<file path="src/verilog/sleep_consts.svh">
// Functional notes
// - sleep entered only when sleep enable set and sleep instruction executes
// - interrupt wake stalls core four cycles beyond start-up, then resumes
// - reset during sleep wakes device and restarts at reset vector
// - mode 000 idle halts only core and flash clocks
// - idle wakes on any external or internal enabled interrupt
// - comparator disable bit powers comparator down, blocking its idle wake
// - enabled converter starts conversion on entering idle or quiet mode
// - mode 001 quiet mode also halts io clock; converter keeps running
// - quiet mode wakes only on converter, reset, watchdog, twi, spm, async timer, upper-group level, pin sources
// - mode 010 power-down stops oscillator and all generated clocks
// - power-down wakes only on resets, address match, upper-group level, lower group, pin change
// - power-down wake delay set by clock source fuses like reset time-out
// - mode 011 power-save like power-down but async timer keeps counting
// - power-save timer wake needs its mask bit and global enable
`ifndef SLEEP_CONSTS_SVH
`define SLEEP_CONSTS_SVH
`define MODE_IDLE 3'h0
`define MODE_QUIET 3'h1
`define MODE_PDOWN 3'h2
`define MODE_PSAVE 3'h3
`define WAKE_STALL_CYCLES 4'h4
`define FUSE_W 4
`define CNT_W 20
`endif

</file>
<file path="src/verilog/sleep_pkg.sv">
package sleep_pkg;
    typedef enum logic [2:0] {
        ST_RUN = 3'b000,
        ST_SLEEP = 3'b001,
        ST_STARTUP = 3'b010,
        ST_STALL = 3'b011
    } state_t;
endpackage

</file>
<file path="src/verilog/sleep_mode_controller.sv">
`timescale 1ns/1ps
`default_nettype none
`include "sleep_consts.svh"
module sleep_mode_controller (
    input wire logic ref_clk,
    input wire logic rst,
    input wire logic sleep_instr,
    input wire logic sleep_enable_bit,
    input wire logic [2:0] sleep_mode_select,
    input wire logic [`FUSE_W-1:0] clock_source_fuses,
    input wire logic comparator_disable_bit,
    input wire logic converter_enabled,
    input wire logic async_timer_running,
    input wire logic [1:0] async_timer_irq_mask,
    input wire logic global_irq_enable,
    input wire logic [3:0] ext_irq_upper_group,
    input wire logic ext_upper_is_level,
    input wire logic [3:0] ext_irq_lower_group,
    input wire logic pin_change,
    input wire logic twi_addr_match,
    input wire logic twi_irq,
    input wire logic timer_ovf_irq,
    input wire logic serial_tx_irq,
    input wire logic other_io_irq,
    input wire logic comparator_irq,
    input wire logic converter_done_irq,
    input wire logic wdt_irq,
    input wire logic spm_ee_ready_irq,
    input wire logic [1:0] async_timer_events,
    input wire logic ext_reset_req,
    input wire logic wdt_reset_req,
    input wire logic bod_reset_req,
    output logic core_clock_en,
    output logic flash_clock_en,
    output logic io_clock_en,
    output logic osc_en,
    output logic async_timer_clock_en,
    output logic converter_start,
    output logic core_stall,
    output logic core_reset_vector,
    output logic asleep
);
    // =====================================================
    // input synchronisers
    localparam int NS = 29;
    logic [NS-1:0] raw_w, s1_q, s2_q;
    assign raw_w = {ext_irq_upper_group, ext_irq_lower_group, pin_change, twi_addr_match, twi_irq,
                    timer_ovf_irq, serial_tx_irq, other_io_irq, comparator_irq, converter_done_irq,
                    wdt_irq, spm_ee_ready_irq, async_timer_events, ext_reset_req, wdt_reset_req,
                    bod_reset_req, ext_upper_is_level, sleep_instr, async_timer_running,
                    comparator_disable_bit, converter_enabled, async_timer_irq_mask[0]};
    always_ff @(posedge ref_clk or posedge rst) begin
        if (rst) begin
            s1_q <= '0;
            s2_q <= '0;
        end else begin
            s1_q <= raw_w;
            s2_q <= s1_q;
        end
    end
    logic [3:0] up_w, lo_w;
    logic pc_w, twm_w, twi_w, tovf_w, stx_w, oio_w, acmp_w, adc_w, wdti_w, spm_w;
    logic [1:0] at_w;
    logic erst_w, wrst_w, brst_w, uplvl_w, slp_w, atrun_w, cmp_off_w, adcen_w, msk0_w;
    assign {up_w, lo_w, pc_w, twm_w, twi_w, tovf_w, stx_w, oio_w, acmp_w, adc_w, wdti_w, spm_w,
            at_w, erst_w, wrst_w, brst_w, uplvl_w, slp_w, atrun_w, cmp_off_w, adcen_w, msk0_w} = s2_q;
    logic [1:0] msk_w;
    assign msk_w = {async_timer_irq_mask[1], msk0_w};

    sleep_pkg::state_t state_q;
    logic [2:0] mode_q;
    logic [3:0] stall_q;
    logic tmr_start_w, tmr_done_w;

    // =====================================================
    // wake qualification
    logic rst_any_w, upper_w;
    assign rst_any_w = erst_w | wrst_w | brst_w;
    assign upper_w = (|up_w) & uplvl_w;

    function automatic logic wake_ok(input logic [2:0] m);
        logic w;
        w = 1'b0;
        case (m)
            `MODE_IDLE: w = (|up_w) | (|lo_w) | pc_w | twm_w | twi_w | tovf_w | stx_w | oio_w
                            | (acmp_w & ~cmp_off_w) | adc_w | wdti_w | spm_w | (|at_w);
            `MODE_QUIET: w = adc_w | wdti_w | twi_w | twm_w | (|at_w) | spm_w | upper_w | pc_w;
            `MODE_PDOWN: w = twm_w | upper_w | (|lo_w) | pc_w;
            `MODE_PSAVE: w = twm_w | upper_w | (|lo_w) | pc_w
                             | (atrun_w & global_irq_enable & (|(at_w & msk_w)));
            default: w = 1'b0;
        endcase
        return w;
    endfunction

    logic enter_w;
    assign enter_w = (state_q == sleep_pkg::ST_RUN) && slp_w && sleep_enable_bit
                     && (sleep_mode_select <= `MODE_PSAVE);
    assign tmr_start_w = (state_q == sleep_pkg::ST_SLEEP) && !rst_any_w && wake_ok(mode_q);

    startup_timer u_startup (
        .ref_clk(ref_clk),
        .rst(rst),
        .start(tmr_start_w),
        .clock_source_fuses(clock_source_fuses),
        .done(tmr_done_w)
    );

    // =====================================================
    // sequencing state
    always_ff @(posedge ref_clk or posedge rst) begin
        if (rst) begin
            state_q <= sleep_pkg::ST_RUN;
            mode_q <= `MODE_IDLE;
            stall_q <= 4'h0;
        end else begin
            case (state_q)
                sleep_pkg::ST_RUN: begin
                    if (enter_w) begin
                        state_q <= sleep_pkg::ST_SLEEP;
                        mode_q <= sleep_mode_select;
                    end
                end
                sleep_pkg::ST_SLEEP: begin
                    if (rst_any_w) begin
                        state_q <= sleep_pkg::ST_RUN;
                    end else if (tmr_start_w) begin
                        state_q <= sleep_pkg::ST_STARTUP;
                    end
                end
                sleep_pkg::ST_STARTUP: begin
                    if (tmr_done_w) begin
                        state_q <= sleep_pkg::ST_STALL;
                        stall_q <= `WAKE_STALL_CYCLES;
                    end
                end
                sleep_pkg::ST_STALL: begin
                    stall_q <= stall_q - 4'h1;
                    if (stall_q == 4'h1) begin
                        state_q <= sleep_pkg::ST_RUN;
                    end
                end
                default: state_q <= sleep_pkg::ST_RUN;
            endcase
        end
    end

    // =====================================================
    // clock gating outputs
    logic sleeping_w;
    assign sleeping_w = (state_q == sleep_pkg::ST_SLEEP);
    always_ff @(posedge ref_clk or posedge rst) begin
        if (rst) begin
            core_clock_en <= 1'b1;
            flash_clock_en <= 1'b1;
            io_clock_en <= 1'b1;
            osc_en <= 1'b1;
            async_timer_clock_en <= 1'b1;
            asleep <= 1'b0;
        end else begin
            core_clock_en <= !(enter_w || (state_q != sleep_pkg::ST_RUN && !(state_q == sleep_pkg::ST_STALL
                               && stall_q == 4'h1) && !(sleeping_w && rst_any_w)));
            flash_clock_en <= !(enter_w || (state_q != sleep_pkg::ST_RUN && !(state_q == sleep_pkg::ST_STALL
                                && stall_q == 4'h1) && !(sleeping_w && rst_any_w)));
            io_clock_en <= !((enter_w && sleep_mode_select != `MODE_IDLE)
                             || (sleeping_w && !tmr_start_w && !rst_any_w && mode_q != `MODE_IDLE));
            osc_en <= !((enter_w && sleep_mode_select[1])
                        || (sleeping_w && !tmr_start_w && !rst_any_w && mode_q[1]));
            async_timer_clock_en <= !((enter_w && sleep_mode_select == `MODE_PDOWN)
                                      || (sleeping_w && !tmr_start_w && !rst_any_w && mode_q == `MODE_PDOWN));
            asleep <= enter_w || (sleeping_w && !tmr_start_w && !rst_any_w);
        end
    end

    // =====================================================
    // core control outputs
    always_ff @(posedge ref_clk or posedge rst) begin
        if (rst) begin
            converter_start <= 1'b0;
            core_stall <= 1'b0;
            core_reset_vector <= 1'b0;
        end else begin
            converter_start <= enter_w && adcen_w && !sleep_mode_select[1];
            core_stall <= tmr_start_w || (state_q == sleep_pkg::ST_STARTUP)
                          || (state_q == sleep_pkg::ST_STALL && stall_q != 4'h1);
            core_reset_vector <= sleeping_w && rst_any_w;
        end
    end

    // =====================================================
    // checks
    // no sleep without enable
    AST_NO_SLEEP_WITHOUT_ENABLE: assert property (@(posedge ref_clk) disable iff (rst)
        (state_q == sleep_pkg::ST_RUN && !sleep_enable_bit) |=> state_q == sleep_pkg::ST_RUN)
        else $error("sleep entered with enable clear");
    AST_ENTER: assert property (@(posedge ref_clk) disable iff (rst)
        enter_w |=> asleep && !core_clock_en && state_q == sleep_pkg::ST_SLEEP)
        else $error("sleep not entered");
    AST_STALL_FOUR: assert property (@(posedge ref_clk) disable iff (rst)
        (state_q == sleep_pkg::ST_STARTUP && tmr_done_w) |=> core_stall [*4] ##1 !core_stall)
        else $error("stall length wrong");
    AST_RESET_WAKE: assert property (@(posedge ref_clk) disable iff (rst)
        (sleeping_w && rst_any_w) |=> core_reset_vector && state_q == sleep_pkg::ST_RUN)
        else $error("reset did not wake");
    AST_IDLE_IO: assert property (@(posedge ref_clk) disable iff (rst)
        (asleep && mode_q == `MODE_IDLE) |-> io_clock_en && osc_en)
        else $error("idle stopped io clock");
    AST_QUIET_IO: assert property (@(posedge ref_clk) disable iff (rst)
        (asleep && mode_q == `MODE_QUIET) |-> !io_clock_en && osc_en)
        else $error("quiet mode clocks wrong");
    AST_PDOWN_OSC: assert property (@(posedge ref_clk) disable iff (rst)
        (asleep && mode_q == `MODE_PDOWN) |-> !osc_en && !async_timer_clock_en)
        else $error("power-down clocks running");
    AST_PSAVE_TMR: assert property (@(posedge ref_clk) disable iff (rst)
        (asleep && mode_q == `MODE_PSAVE) |-> async_timer_clock_en && !osc_en)
        else $error("power-save timer clock off");
    AST_CONV: assert property (@(posedge ref_clk) disable iff (rst)
        (enter_w && adcen_w && sleep_mode_select == `MODE_QUIET) |=> converter_start)
        else $error("conversion not started");
    AST_CLK_BEFORE_RUN: assert property (@(posedge ref_clk) disable iff (rst)
        $rose(core_clock_en) |-> io_clock_en && osc_en)
        else $error("core resumed before clocks");
    COV_IDLE: cover property (@(posedge ref_clk) asleep && mode_q == `MODE_IDLE);
    COV_PDOWN_WAKE: cover property (@(posedge ref_clk) tmr_start_w && mode_q == `MODE_PDOWN);
    COV_RESET_WAKE: cover property (@(posedge ref_clk) core_reset_vector);
endmodule
`default_nettype wire

</file>
<file path="src/verilog/startup_timer.sv">
`timescale 1ns/1ps
`default_nettype none
`include "sleep_consts.svh"
module startup_timer #(
    parameter int CNT_W = `CNT_W
) (
    input wire logic ref_clk,
    input wire logic rst,
    input wire logic start,
    input wire logic [`FUSE_W-1:0] clock_source_fuses,
    output logic done
);
    logic [CNT_W-1:0] cnt_q;
    logic busy_q;

    function automatic logic [CNT_W-1:0] fuse_delay(input logic [`FUSE_W-1:0] f);
        fuse_delay = CNT_W'(({16'h0, f} + 20'h1) << 4);
    endfunction

    // =====================================================
    // delay counter
    always_ff @(posedge ref_clk or posedge rst) begin
        if (rst) begin
            cnt_q <= '0;
            busy_q <= 1'b0;
        end else if (start) begin
            cnt_q <= fuse_delay(clock_source_fuses);
            busy_q <= 1'b1;
        end else if (busy_q) begin
            if (cnt_q == CNT_W'(1)) begin
                busy_q <= 1'b0;
            end
            cnt_q <= cnt_q - CNT_W'(1);
        end
    end

    assign done = busy_q && (cnt_q == CNT_W'(1));
endmodule
`default_nettype wire

</file>
<file path="config.mk">
export PLATFORM = sky130hd
export DESIGN_NAME = sleep_mode_controller
export DESIGN_NICKNAME = d
export VERILOG_FILES = /design/src/verilog/sleep_pkg.sv /design/src/verilog/sleep_mode_controller.sv /design/src/verilog/startup_timer.sv
export VERILOG_INCLUDE_DIRS = /design/src /design/src/verilog
export SDC_FILE = /design/constraint.sdc
export NUM_CORES = 1
export LEC_CHECK = 0
export BUFFER_PORTS_ARGS = -buffer_cell sky130_fd_sc_hd__buf_2
export CORE_ASPECT_RATIO = 1.5
export CORE_MARGIN = 3
export CORE_UTILIZATION = 56
export CTS_CLUSTER_DIAMETER = 80
export DETAILED_ROUTE_END_ITERATION = 10
export GPL_ROUTABILITY_DRIVEN = 0
export HOLD_SLACK_MARGIN = 0.06
export PLACE_DENSITY = 0.81
export SLEW_MARGIN = 0
export SYNTH_ARGS = -nofsm -noshare
export SYNTH_HDL_FRONTEND = slang
export SYNTH_SLANG_ARGS = --single-unit
export TNS_END_PERCENT = 100
</file>
<file path="constraint.sdc">
create_clock -name ref_clk -period 3.87 [get_ports ref_clk]
set_input_delay 0.5805 -clock ref_clk [delete_from_list [all_inputs] [get_ports ref_clk]]
set_output_delay 0.5805 -clock ref_clk [all_outputs]
set_load 0.01 [all_outputs]
</file>
# Word level (Yosys, flattened, before mapping)
# Index checks and enable logic that the tools add are counted.
# W data, S select, Z words.
dict set report totals {
  register_bits 97
  inputBits 41
  output_inout_bits 9
  elab_cells 129
}
dict set report op_classes {
  add_sub_neg 3
  order_cmp 1
  eq_ne 14
  muxes 14
  bitwise_logic 31
  n_reduce_logical 51
}
# operator n
set ops {}
lappend ops {{$mux W20} 2}
lappend ops {{$or A1 B1 Y1} 25}
lappend ops {{$logic_and A1 B1 Y1} 21}
lappend ops {{$eq A20 B1 Y1 const B} 1}
lappend ops {{$sub A20 B1 Y20 const B} 1}
lappend ops {{$eq A3 B2 Y1 const B} 5}
lappend ops {{$mux W3} 5}
lappend ops {{$pmux W3 S4} 1}
lappend ops {{$logic_not A1 Y1} 9}
lappend ops {{$reduce_bool A3 Y1} 3}
lappend ops {{$pmux W4 S2} 1}
lappend ops {{$reduce_or A4 Y1} 2}
lappend ops {{$logic_or A1 B1 Y1} 7}
lappend ops {{$eq A3 B1 Y1 const B} 2}
lappend ops {{$logic_not A3 Y1} 2}
lappend ops {{$ne A2 B2 Y1 const B} 3}
lappend ops {{$add A4 B1 Y5 const B} 1}
lappend ops {{$and A1 B1 Y1} 4}
lappend ops {{$eq A4 B1 Y1 const B} 1}
lappend ops {{$mux W4} 1}
lappend ops {{$ne A4 B1 Y1 const B} 1}
lappend ops {{$pmux W1 S4} 1}
lappend ops {{$reduce_and A2 Y1} 2}
lappend ops {{$reduce_and A4 Y1} 1}
lappend ops {{other kinds (8)} 12}

# Logic depth before layout (Yosys ltp)
dict set report depth {
  word_depth 21
  depth_mapped 7
  depth_no_buf 7
}

# Modules after synthesis
# From an unflattened synthesis, not the netlist that was laid out.
dict set report hier_totals {
  hier_cells 274
  area_unflattened_um2 3544.6
}
# mod n_inst cells_per_inst area_each_um2 seq_area_each_um2
set modules_own_cells {}
lappend modules_own_cells {sleep_mode_controller 1 154 2379.8 1881.8}
lappend modules_own_cells {startup_timer 1 120 1164.9 525.5}

# Worst setup path before layout
# Ideal clock, no wire load.
dict set report synth_timing {
  kind {register to register}
  from {register u_startup.busy_q}
  to {register u_startup.cnt_q[7]}
  setup_ps 79
  t_arrival_ps 1805
  required_time_ps 3791
  path_slack_ps 1986
  stages_incl_launch_ff 7
  path_buffers 1
  period_less_slack_ps 1884
  path_cell_list {dfrtp_1 buf_4 or3b_4 or4_4 or3_1 xor2_1 mux2i_1}
}
dict set report synth_between {
  elab_chain_len 1
}
# element line
set synth_lines {}
lappend synth_lines {{from (decl)} startup_timer.sv:14} ;# logic busy_q;
lappend synth_lines {{from (signal assigned)} startup_timer.sv:25} ;# busy_q <= 1'b0;
lappend synth_lines {{from (signal assigned)} startup_timer.sv:28} ;# busy_q <= 1'b1;
lappend synth_lines {{from (signal assigned)} startup_timer.sv:31} ;# busy_q <= 1'b0;
lappend synth_lines {{$reduce_bool A2 Y1 (no line)} n/a}
lappend synth_lines {{to (signal assigned)} startup_timer.sv:27} ;# cnt_q <= fuse_delay(clock_source_fuses);
lappend synth_lines {{to (signal assigned)} startup_timer.sv:33} ;# cnt_q <= cnt_q - CNT_W'(1);
lappend synth_lines {{to (decl)} startup_timer.sv:13} ;# logic [CNT_W-1:0] cnt_q;
# Every way passes these cells.
# A chain may end at the register's enable or synchronous reset.

# Final worst setup path
dict set report layout_timing {
  from {register s2_q[26]}
  to {register core_stall}
}
dict set report layout_between {
  elab_chain_len 17
  elab_cells_between_ends 24
  classes_between {mux (1); bitwise (19); reduce/logical (4)}
}
# element line
set layout_lines {}
lappend layout_lines {{from (decl)} sleep_mode_controller.sv:46} ;# logic [NS-1:0] raw_w, s1_q, s2_q;
lappend layout_lines {{from (signal assigned)} sleep_mode_controller.sv:58} ;# s2_q <= s1_q;
lappend layout_lines {{$reduce_or A4 Y1 *} {sleep_mode_controller.sv:79, sleep_mode_controller.sv:85}}
lappend layout_lines {{$or A1 B1 Y1 (7 in series)} sleep_mode_controller.sv:85} ;# `MODE_IDLE: w = (|up_w) | (|lo_w) | pc_w | twm_w | twi_w | tovf_w | stx_w | oio_w
lappend layout_lines {{$or A1 B1 Y1 (5 in series)} sleep_mode_controller.sv:86} ;# | (acmp_w & ~cmp_off_w) | adc_w | wdti_w | spm_w | (|at_w);
lappend layout_lines {{$pmux W1 S4 *} sleep_mode_controller.sv:84} ;# case (m)
lappend layout_lines {{$logic_and A1 B1 Y1 *} sleep_mode_controller.sv:99} ;# assign tmr_start_w = (state_q == sleep_pkg::ST_SLEEP) && !rst_any_w && wake_ok(mode_q);
lappend layout_lines {{$logic_or A1 B1 Y1 *} sleep_mode_controller.sv:184} ;# core_stall <= tmr_start_w || (state_q == sleep_pkg::ST_STARTUP)
lappend layout_lines {{$logic_or A1 B1 Y1 *} sleep_mode_controller.sv:185} ;# || (state_q == sleep_pkg::ST_STALL && stall_q != 4'h1);
lappend layout_lines {{to (signal assigned)} sleep_mode_controller.sv:184}
lappend layout_lines {{to (decl)} sleep_mode_controller.sv:39} ;# output logic core_stall,
# Every way passes the cells marked *; elsewhere a longest branch is shown, timed or not.

==> flow_summary.json <==
{
  "start_kind": "register",
  "cts_tree": "yes",
  "cp_cell_sequence": "o41ai_1 -> nand3_1 -> o221ai_2 -> a311oi_2 -> buf_4 -> or2_2",
  "grt_pass1_vias": 2087,
  "synth_flop_cell": "dfrtp_1",
  "die_y_um": 102,
  "htreeDepth": 3,
  "crit_arrival_ps": 2550,
  "layout.nets": 362,
  "design.die.area_sq_um": 7170,
  "start_util": 0.585,
  "clk_latency_ps": 340,
  "switching_share": 0.315,
  "syn2layout_area_growth_pct": 14.5,
  "setup_violations": 0,
  "crit_family": "compound AO/OA/AOI/OAI gates",
  "cts_setup_buffers": 0,
  "drt_wl_total_um": 5430,
  "slowest_stage": "o41ai_1",
  "critPathCaptureType": "register",
  "port_buffers": 49,
  "clk_pin_slew_ps": 90,
  "hp-class": "input port to async pin",
  "clockBufferDepth": 2,
  "p_switching_w": 0.000763,
  "fin_area_sq_um": 3960,
  "finalMaxSlewViolations": 0,
  "drcViolationCount": 0,
  "yosys-top-cells-area": "dfrtp_1 67%, xor2_1 3.8%, dfstp_2 3.0%",
  "fin_crit_sh": 0.601,
  "p_per_area_nw_per_um2": 613,
  "synth_area_leader_cell": "dfrtp_1",
  "hold_slack_ps": 271,
  "multi_input_area_sq_um": 986,
  "grt-ovfl-total": 0,
  "std_cell_rows": 34,
  "synth_nets": 303,
  "intPower_w": 0.00166,
  "place_inst": 377,
  "ff_latch_area_sq_um": 2410,
  "synth_seq_cells": 96,
  "place_area_sq_um": 3790,
  "hold_violations": 0,
  "synth_top_area_frac": 0.666,
  "drt_iter0_markers": 106,
  "ys_warn_count": 0,
  "clock_tree.root_cell": "clkbuf_8",
  "ys_seq_area_frac": 0.696,
  "dp_hpwl_um": 4050,
  "synth_cell_types": 47,
  "syn_area_sq_um": 3460,
  "cp_data_required_time_ps": 4100,
  "numClockSinks": 96,
  "cp_num_buf_inv": 1,
  "drtPass1Iterations": 4,
  "ant_nets": 0,
  "grt_max_degree": 39,
  "drt-wirelength-per-cell_um": 13.8,
  "die_w_um": 70.2,
  "core-area_sq_um": 5910,
  "grt_setup_unrepaired": "no",
  "pwr-share-comb": 0.219,
  "async_flop_share": 1.00,
  "stdcell_count": 393,
  "via_count": 2046,
  "cts_made_buffers": 9,
  "drive_above_1_share": 0.262,
  "crit_path_max_incr_delay_ps": 490,
  "pwr-share-clk": 0.226,
  "slew_headroom": 0.443,
  "synth_cells": 257,
  "n_antenna_cell": 0,
  "tns_ps": 0,
  "period_needed_ps": 2320,
  "wl_met3_um": 217,
  "grt_pass1_wl_um": 9200,
  "grtUsageTotal": 0.169,
  "status": "completed",
  "power_frac_seq": 0.555,
  "syn_avg_cell_area_sq_um": 13.5,
  "drt-met1-wl_um": 2110,
  "io_pins": 50,
  "finClkSkew_ps": 11.4,
  "worstSetupPathType": "register to register",
  "viasPerCell": 5.21,
  "clock.fmax_mhz": 430,
  "ir_drop_v": 0.000358,
  "synth-edff-count": 0,
  "fill_cells": 441,
  "ctsHoldBuffers": 0,
  "path_max_fanout": 16,
  "p_leak_nw": 1.82,
  "antenna_found_initial": 0,
  "drv_cap": 0,
  "tightest_slew_ps": 834,
  "post_cts_resized": 0,
  "dr_wl_met2_um": 3010,
  "topRoutingLayerUsed": "met4"
}
==> stage by stage <==
stage	util	power (W)	setup slack (ps)
6_report	0.669	0.00243	1550
5_1_grt	0.669	0.00259	1390
4_1_cts	0.669	0.00245	1470
3_5_place_dp	0.642	0.00190	1460
3_3_place_gp	0.642	0.00186	1490
2_1_floorplan	-	0.00175	791
==> layout by cell type (no fill, tap or decap), drive strengths merged, types with 2 or more instances in the layout <==
cell type and count:
clkbuf 11, clkinv 3, nor3 7, nor2 26
nor2b 2, nand3 13, nand2b 3, or3b 2
xnor2 6, dfrtp 92, nand2 15, nand3b 2
a21oi 4, inv 9, or2 2, or4 3
nand4b 2, o21ai 8, mux2i 4, xor2 15
buf 53, nand4 2, dfstp 4, ha 5
nor4 5, clkinvlp 2, nor4b 2, mux2 2
==> final cells by class <==
cell class	count	share of cell area
clock inverter	5	0.00853
timing repair buffer	53	0.0695
inverter	9	0.00885
clock buffer	11	0.0332
tap	72	0.0228
sequential	96	0.608
multi-input combinational	147	0.249
==> synth_stat cells, drive strengths merged (3+ instances only) <==
| cell | count |
|---|---|
| nand3 | 13 |
| nand2b | 3 |
| xnor2 | 6 |
| o21ai | 8 |
| nor2 | 26 |
| mux2i | 4 |
| xor2 | 15 |
| a21oi | 4 |
| dfstp | 4 |
| nor4 | 5 |
| dfrtp | 92 |
| nand2 | 15 |
| or4 | 3 |
| nor3 | 7 |
| buf | 4 |
| ha | 5 |
| inv | 9 |
==> cell families (layout without fill, tap and decap cells) <==
logic type / count (synthesis) / count (layout) / share of synthesized area
flip-flops: 96 / 96 / 0.696
AND/OR/NAND/NOR: 90 / 90 / 0.143
XOR/XNOR: 21 / 21 / 0.0532
buffers and inverters: 14 / 78 / 0.0188
adder cells (fa/ha/maj): 5 / 5 / 0.0181
multiplexers: 6 / 6 / 0.0181
AO/OA/AOI/OAI: 25 / 25 / 0.0532
==> worst paths after layout <==
| check | startpoint | depth (start not counted) | to | slack, ps |
|---|---|---|---|---|
| hold / removal | rst | 2 | s1_q[9] | 270 |
| min in group ref_clk | converter_enabled | 1 | s1_q[1] | 330 |
| hold reg to reg | s1_q[2] | 0 | s2_q[2] | 350 |
| setup / recovery | s2_q[26] | 6 | core_stall | 1550 |
| setup reg to reg | s2_q[26] | 6 | core_stall | 1550 |
| max in group asynchronous | rst | 3 | io_clock_en | 2770 |
==> registers in the layout, indices dropped and copies added, names as in the netlist, 2 cells and up <==
| register | flops |
|---|---|
| s1_q | 29 |
| s2_q | 29 |
| mode_q | 3 |
| stall_q | 4 |
| u_startup.cnt_q | 20 |
| state_q | 2 |
==> worst reg2reg max path, delay by kind of cell, from the launching register on <==
| kind | cells | cell delay (ps) |
|---|---|---|
| buffers and inverters | 1 | 280 |
| and+or+nand+nor | 2 | 500 |
| DFF | 1 | 380 |
| AOI/OAI and AO/OA | 3 | 1050 |
==> power groups by stage <==
stage | sequential, W | clock (W) | combinational (W)
2_1_floorplan | 0.00133 | 0 | 0.000422
3_3_place_gp | 0.00135 | 0 | 0.000509
3_5_place_dp | 0.00137 | 0 | 0.000538
4_1_cts | 0.00135 | 0.000569 | 0.000539
5_1_grt | 0.00137 | 0.000616 | 0.000604
6_report | 0.00135 | 0.000548 | 0.000530
==> layer usage <==
layer,vias up,track usage
met1,1001,0.187
met3,9,0.0512
li1,995,-
met5,-,0
met2,41,0.300
met4,0,0.0767
Note: power is estimated with default switching activity, not from simulation.
